$ cat src/fac_pkg.sv
// Shared constants and types for the FIR output accumulate and combine stage
package fac_pkg;

  // ********************************************
  // Widths
  // ********************************************
  localparam int DATA_W = 10;
  localparam int PROD_W = 22;
  localparam int RES_W = 28;
  localparam int TAPS = 4;
  localparam int CELLS = 2;
  localparam int CFG_ADDR_W = 9;
  localparam int CFG_W = 10;

  // ********************************************
  // Configuration register map
  // ********************************************
  localparam logic [CFG_ADDR_W-1:0] ADDR_CFG_MAIN = 9'h000;
  localparam logic [CFG_ADDR_W-1:0] ADDR_CFG_AUX = 9'h001;
  localparam logic [CFG_W-1:0] CFG_MAIN_RESET = 10'h000;
  localparam logic [CFG_W-1:0] CFG_AUX_RESET = 10'h010;

  // Fields of filter_config_main
  localparam int MAIN_DECIM_LSB = 0;
  localparam int MAIN_DECIM_W = 4;
  localparam int MAIN_ODD_SYM_BIT = 5;

  // Fields of filter_config_aux
  localparam int AUX_ROUND_LSB = 0;
  localparam int AUX_ROUND_W = 4;
  localparam int AUX_REV_DIS_BIT = 4;
  localparam int AUX_ROUND_EN_BIT = 5;
  localparam int AUX_DATA_TC_BIT = 6;
  localparam int AUX_COEF_TC_BIT = 7;

  // ********************************************
  // Arithmetic constants
  // ********************************************
  // Result bit carrying weight 2^-10, the lowest round position
  localparam int ROUND_BASE_BIT = 8;
  localparam logic [AUX_ROUND_W-1:0] ROUND_POS_MAX = 4'hb;
  localparam int SCALE_SHIFT = 10;

  // ********************************************
  // Output select codes
  // ********************************************
  typedef enum logic [1:0] {
    FAC_SEL_SCALED_SUM = 2'h0,
    FAC_SEL_SUM = 2'h1,
    FAC_SEL_CELL_A = 2'h2,
    FAC_SEL_CELL_B = 2'h3
  } fac_sel_t;

endpackage : fac_pkg

$ cat src/fac_accum_cell.sv
// One FIR cell accumulator with its output holding register
`timescale 1ns/1ps
module fac_accum_cell (
  input wire logic clock,
  input wire logic reset,
  input wire logic accumulate_enable,
  input wire logic product_signed,
  input wire logic [fac_pkg::TAPS-1:0][fac_pkg::PROD_W-1:0] products,
  output logic [fac_pkg::RES_W-1:0] hold
);
  import fac_pkg::*;

  // ********************************************
  // Product widening and summing
  // ********************************************
  logic [RES_W-1:0] acc;
  logic [TAPS-1:0][RES_W-1:0] widened;
  logic [RES_W-1:0] product_sum;
  logic [RES_W-1:0] feedback;
  logic [RES_W-1:0] next_acc;

  genvar t;
  generate
    for (t = 0; t < TAPS; t++) begin : g_widen
      assign widened[t] = {{(RES_W-PROD_W){product_signed & products[t][PROD_W-1]}}, products[t]};
    end
  endgenerate

  always_comb begin
    product_sum = '0;
    for (int i = 0; i < TAPS; i++) begin
      product_sum = product_sum + widened[i];
    end
  end

  assign feedback = accumulate_enable ? acc : '0;
  assign next_acc = feedback + product_sum;

  // ********************************************
  // Accumulator and holding register
  // ********************************************
  always_ff @(posedge clock) begin
    if (reset) begin
      acc <= '0;
    end else begin
      acc <= next_acc;
    end
  end

  always_ff @(posedge clock) begin
    if (reset) begin
      hold <= '0;
    end else if (!accumulate_enable) begin
      hold <= acc;
    end
  end

endmodule : fac_accum_cell

$ cat src/fac_output_stage.sv
// Output stage of the dual FIR: two cell accumulators, mux/adder, rounding, configuration
`timescale 1ns/1ps
module fac_output_stage (
  input wire logic clock,
  input wire logic reset,
  input wire logic accumulate_enable,
  input wire logic [1:0] output_select,
  input wire logic [fac_pkg::TAPS-1:0][fac_pkg::PROD_W-1:0] product_a,
  input wire logic [fac_pkg::TAPS-1:0][fac_pkg::PROD_W-1:0] product_b,
  input wire logic [fac_pkg::CFG_ADDR_W-1:0] cfg_address,
  input wire logic [fac_pkg::CFG_W-1:0] cfg_data,
  input wire logic cfg_write_n,
  output logic [fac_pkg::RES_W-1:0] result_bus,
  output logic result_valid,
  output logic result_is_unsigned,
  output logic [fac_pkg::MAIN_DECIM_W-1:0] decimation_factor,
  output logic odd_symmetry,
  output logic reversal_disable
);
  import fac_pkg::*;

  // ********************************************
  // Helper functions
  // ********************************************
  // One at result bit ROUND_BASE_BIT + pos; positions past the top are clamped
  function automatic logic [RES_W-1:0] round_mask(input logic [AUX_ROUND_W-1:0] pos);
    logic [AUX_ROUND_W-1:0] p;
    logic [RES_W-1:0] one;
    p = (pos > ROUND_POS_MAX) ? ROUND_POS_MAX : pos;
    one = {{(RES_W-1){1'b0}}, 1'b1};
    return one << (ROUND_BASE_BIT + int'(p));
  endfunction : round_mask

  // Divide by 2^SCALE_SHIFT, keeping the sign when the format is signed
  function automatic logic [RES_W-1:0] scale_down(input logic [RES_W-1:0] v, input logic signed_fmt);
    logic [SCALE_SHIFT-1:0] fill;
    fill = {SCALE_SHIFT{signed_fmt & v[RES_W-1]}};
    return {fill, v[RES_W-1:SCALE_SHIFT]};
  endfunction : scale_down

  // ********************************************
  // Configuration registers
  // ********************************************
  logic [CFG_W-1:0] cfg_main;
  logic [CFG_W-1:0] cfg_aux;
  logic hit_main;
  logic hit_aux;

  assign hit_main = !cfg_write_n && (cfg_address == ADDR_CFG_MAIN);
  assign hit_aux = !cfg_write_n && (cfg_address == ADDR_CFG_AUX);

  always_ff @(posedge clock) begin
    if (reset) begin
      cfg_main <= CFG_MAIN_RESET;
    end else if (hit_main) begin
      cfg_main <= cfg_data;
    end
  end

  always_ff @(posedge clock) begin
    if (reset) begin
      cfg_aux <= CFG_AUX_RESET;
    end else if (hit_aux) begin
      cfg_aux <= cfg_data;
    end
  end

  // ********************************************
  // Configuration decode
  // ********************************************
  logic cfg_odd_sym;
  logic cfg_data_tc;
  logic cfg_coef_tc;
  logic cfg_round_en;
  logic [AUX_ROUND_W-1:0] cfg_round_pos;
  logic fmt_unsigned;
  logic fmt_signed;

  assign cfg_odd_sym = cfg_main[MAIN_ODD_SYM_BIT];
  assign cfg_data_tc = cfg_aux[AUX_DATA_TC_BIT];
  assign cfg_coef_tc = cfg_aux[AUX_COEF_TC_BIT];
  assign cfg_round_en = cfg_aux[AUX_ROUND_EN_BIT];
  assign cfg_round_pos = cfg_aux[AUX_ROUND_LSB +: AUX_ROUND_W];
  assign fmt_unsigned = !cfg_odd_sym && !cfg_data_tc && !cfg_coef_tc;
  assign fmt_signed = !fmt_unsigned;

  // ********************************************
  // Cell accumulators
  // ********************************************
  logic [CELLS-1:0][TAPS-1:0][PROD_W-1:0] products;
  logic [CELLS-1:0][RES_W-1:0] holds;

  assign products[0] = product_a;
  assign products[1] = product_b;

  genvar c;
  generate
    for (c = 0; c < CELLS; c++) begin : g_cell
      fac_accum_cell u_cell (
        .clock(clock),
        .reset(reset),
        .accumulate_enable(accumulate_enable),
        .product_signed(fmt_signed),
        .products(products[c]),
        .hold(holds[c])
      );
    end
  endgenerate

  // ********************************************
  // Mux/adder and rounding
  // ********************************************
  logic [RES_W-1:0] cell_a_result;
  logic [RES_W-1:0] cell_b_result;
  logic [RES_W-1:0] cell_b_scaled;
  logic [RES_W-1:0] sum_scaled;
  logic [RES_W-1:0] sum_plain;
  logic [RES_W-1:0] selected;
  logic [RES_W-1:0] round_term;
  logic [RES_W-1:0] next_result;

  assign cell_a_result = holds[0];
  assign cell_b_result = holds[1];
  assign cell_b_scaled = scale_down(cell_b_result, fmt_signed);
  assign sum_scaled = cell_a_result + cell_b_scaled;
  assign sum_plain = cell_a_result + cell_b_result;
  assign round_term = cfg_round_en ? round_mask(cfg_round_pos) : '0;
  // Same bit weights for both formats; only the meaning of bit 27 differs
  assign next_result = selected + round_term;

  always_comb begin
    unique case (fac_sel_t'(output_select))
      FAC_SEL_SCALED_SUM: selected = sum_scaled;
      FAC_SEL_SUM: selected = sum_plain;
      FAC_SEL_CELL_A: selected = cell_a_result;
      FAC_SEL_CELL_B: selected = cell_b_result;
    endcase
  end

  // ********************************************
  // Registered outputs
  // ********************************************
  logic hold_loaded;

  always_ff @(posedge clock) begin
    if (reset) begin
      result_bus <= '0;
    end else begin
      result_bus <= next_result;
    end
  end

  // Marks the cycle the result bus first shows freshly loaded holding registers
  always_ff @(posedge clock) begin
    if (reset) begin
      hold_loaded <= 1'b0;
      result_valid <= 1'b0;
    end else begin
      hold_loaded <= !accumulate_enable;
      result_valid <= hold_loaded;
    end
  end

  always_ff @(posedge clock) begin
    if (reset) begin
      result_is_unsigned <= 1'b0;
      decimation_factor <= '0;
      odd_symmetry <= 1'b0;
      reversal_disable <= 1'b0;
    end else begin
      result_is_unsigned <= fmt_unsigned;
      decimation_factor <= cfg_main[MAIN_DECIM_LSB +: MAIN_DECIM_W];
      odd_symmetry <= cfg_odd_sym;
      reversal_disable <= cfg_aux[AUX_REV_DIS_BIT];
    end
  end

endmodule : fac_output_stage

$ cat config.mk
export PLATFORM = sky130hd
export DESIGN_NAME = fac_output_stage
export DESIGN_NICKNAME = d
export VERILOG_FILES = /design/src/fac_pkg.sv /design/src/fac_accum_cell.sv /design/src/fac_output_stage.sv
export SDC_FILE = /design/constraint.sdc
export NUM_CORES = 1
export LEC_CHECK = 0
export ABC_CLOCK_PERIOD_IN_PS = 5600
export BUFFER_PORTS_ARGS = -buffer_cell sky130_fd_sc_hd__clkbuf_2
export CAP_MARGIN = 20
export CORE_MARGIN = 2
export CORE_UTILIZATION = 47
export DETAILED_ROUTE_END_ITERATION = 12
export PLACE_DENSITY = 0.81
export SYNTH_ARGS = -nofsm -noshare
export SYNTH_HDL_FRONTEND = slang
export SYNTH_SLANG_ARGS = --single-unit
$ cat constraint.sdc
create_clock -name clock -period 5.6 [get_ports clock]
set_input_delay 0.56 -clock clock [delete_from_list [all_inputs] [get_ports clock]]
set_output_delay 0.56 -clock clock [all_outputs]
set_load 0.005 [all_outputs]
==> out/metrics.yaml <==
outcome: "complete, no violations"
num-nets-final: 2695
maxSlewViolCount: 0
timing.final.ws_setup_ps: 222.3
clock_path_buffers: 2
startpoint_type: "input port"
ys_types: 73
die_y_um: 187.8
drv_cap: 0
synth_edf_count: 0
top_layer: "met4"
ys_top_cells_by_area: "dfxtp_1 (20%), fa_1 (14%), ha_1 (12%)"
die_w_um: 187.8
rows: 67
cts-hold-fix-buffers: 0
combPwrFrac_pct: 59.5
netlist_area_mm2: 0.01588
cts-root-buf: "clkbuf_16"
cts_max_level: 4
gp_congestion: 0.9558
setup_viol: 0
slowest_stage: "fa_2"
path_delay_family: "compound AO/OA/AOI/OAI gates"
endpoint_kind: "register"
synth_mux_area_share_pct: 6.223
drive_gt1_share_pct: 17.94
route.met2.wl_mm: 19.37
cts.sinks: 162
post-route-util_pct: 56.40
dp_worst_setup_slack_ps: -687.0
synth_top_area_cell: "dfxtp_1"
yosys_register_bits: 162
grt_util_all_layers_pct: 22.85
async_flop_share_pct: 0
slew_headroom_pct: 36.77
port_buffers: 234
synth_seq_area_share_pct: 20.42
synth_fa_ha_area_share_pct: 26.25
skew_ps: 10.34
netlist_instances: 1936
clkTransAtPathRegs_ps: 70
synth_compound_area_share_pct: 16.65
antenna_found_initial: 0
grt_first_pass_wirelength_mm: 67.16
wl_met3_mm: 1.813
synth_top_cell_area_share_pct: 20.42
antennaDiodeCount: 0
p_leak_nw: 9.851
multi_input_area_mm2: 0.01174
cts_tree: "done"
place.detailed.hpwl_mm: 32.85
ys.flop_type: "dfxtp_1"
worstMarginPinSlew_ps: 948.5
switching_power_mw: 2.964
wl_mm: 39.86
dp.cells: 2656
setup.worst_path.class: "input port to register"
min_period_ps: 5378
timing.hold.ws_ps: 361.7
critical-path-max-stage-delay_ps: 550
cp.arrival_ps: 5680
io_pins: 237
cpMostUsedCell: "a21o_1"
clkPwrFrac_pct: 18.0
syn_to_final_growth_pct: 18.48
seqCellArea_mm2: 0.003243
path_buf_inv: 3
clk_latency_ps: 430
core_mm2: 0.03336
finalCritPeriodShare_pct: 96.03
synth.most_common_cell: "inv_1"
ir_worst_vdd_uv: 183.9
via_per_inst: 5.260
hp-class: "input port to register"
p_total_mw: 7.054
synth_top_family_by_area: "adder cells"
synthSimpleGateAreaFrac_pct: 16.76
drc: 0
dr.pass1.iters: 6
p_int_mw: 4.090
synth-warning-count: 0
synthXorXnorAreaFrac_pct: 6.728
drt-met1-wl_mm: 18.18
fillers: 3050
fmax_mhz: 186.0
grt_pass1_vias: 14140
dieArea_mm2: 0.03528
grt_max_degree: 97
avgSynthCellArea_um2: 8.204
ant_nets: 0
drt_iter0_drc: 700
dr_total_vias: 14140
hold_viol: 0
seq_power_share_pct: 22.5
critical_path_required_ps: 5900
switching_share_pct: 42.02
initial_core_util_pct: 47.60
worstPathMaxFanout: 3
post_layout_nonfiller_instances: 2689
powerDensity_mw_per_mm2: 374.8
wl_per_cell_um: 14.82
grt-ovfl-total: 0
netlist_top_cells_count: "inv_1 (248), nor2_1 (218), nand2_1 (177), dfxtp_1 (162), ha_1 (154)"
cts_buffers: 17
==> power groups by stage <==
stage | registers (mW) | clock network [mW] | logic, mW
after global routing | 1.61 | 1.34 | 4.77
final | 1.59 | 1.27 | 4.20
after CTS | 1.59 | 1.28 | 4.11
after global placement | 1.61 | 0 | 3.94
after detailed placement | 1.61 | 0 | 4.06
after floorplan | 1.53 | 0 | 2.97
==> repair_timing <==
action	4_1_cts	5_1_grt
gates resized for setup	6	28
cloned	0	0
endpoints found under the setup margin	4	9
pin swaps	0	22
buffers inserted	0	1
==> worst paths after layout <==
kind                                          from                             endpoint  slack [ps]  cells after the start
min reg2reg                 hold_loaded$_SDFF_PP0_              result_valid$_SDFF_PP0_         450                      1
max reg2reg  g_cell[1].u_cell.hold[0]$_SDFFE_PP0N_            result_bus[26]$_SDFF_PP0_         560                     23
max                                   product_b[0]  g_cell[1].u_cell.acc[24]$_SDFF_PP0_         220                     28
min                                    cfg_data[4]              cfg_aux[4]$_SDFFE_PP1P_         360                      3
==> layout make-up <==
type	count	share of cell area (%)
clock buffer	17	2.261
clock inverter	15	1.144
inverter	248	4.947
multi-input combinational	1495	62.36
sequential	162	17.23
tap	448	2.979
timing repair buffer	304	9.076
==> through the flow <==
stage / TNS [ps] / area, µm²
2_1_floorplan: 0 / 15940
3_3_place_gp: -2571 / 18020
3_5_place_dp: -3803 / 18020
4_1_cts: 0 / 18680
5_1_grt: -49.57 / 18820
6_report: 0 / 18820
==> state kept, by name, summed over array words and instances (netlist names), 4 cells and up <==
register	count
cfg_main	5
g_cell.u_cell.hold	56
cfg_aux	8
decimation_factor	4
g_cell.u_cell.acc	56
result_bus	28
==> worst min-delay path: stages <==
cell and delay (ps):
clkbuf_2 80, mux2i_1 60, nand2_1 60
==> kinds of logic after synthesis <==
kind of cell / after synthesis
adder cells (fa/ha/maj): 266
AO/OA/AOI/OAI: 402
buffers and inverters: 294
flip-flops: 162
AND/OR/NAND/NOR: 591
other: 1
XOR/XNOR: 122
multiplexers: 98
==> per-layer routing <==
metal  vias up  GRT usage [%]
met3        41          2.414
met1      6697          30.72
met5         -              0
met4         0          4.512
li1       7053              -
met2       352          39.89
==> cell usage in the layout, fill, tap and decap left out, types with 48 or more instances in the layout <==
| master | synthesis | routed |
|---|---|---|
| xnor2_1 | 74 | 73 |
| xor2_1 | 48 | 48 |
| nand2_1 | 177 | 177 |
| buf_4 | 0 | 72 |
| fa_1 | 112 | 109 |
| nor2_1 | 218 | 217 |
| a21o_1 | 67 | 67 |
| a21oi_1 | 124 | 122 |
| inv_1 | 248 | 246 |
| o21ai_0 | 64 | 62 |
| ha_1 | 154 | 151 |
| dfxtp_1 | 162 | 162 |
| mux2i_1 | 92 | 92 |
| clkbuf_2 | 0 | 231 |
Power figures use the tool's default switching activity.
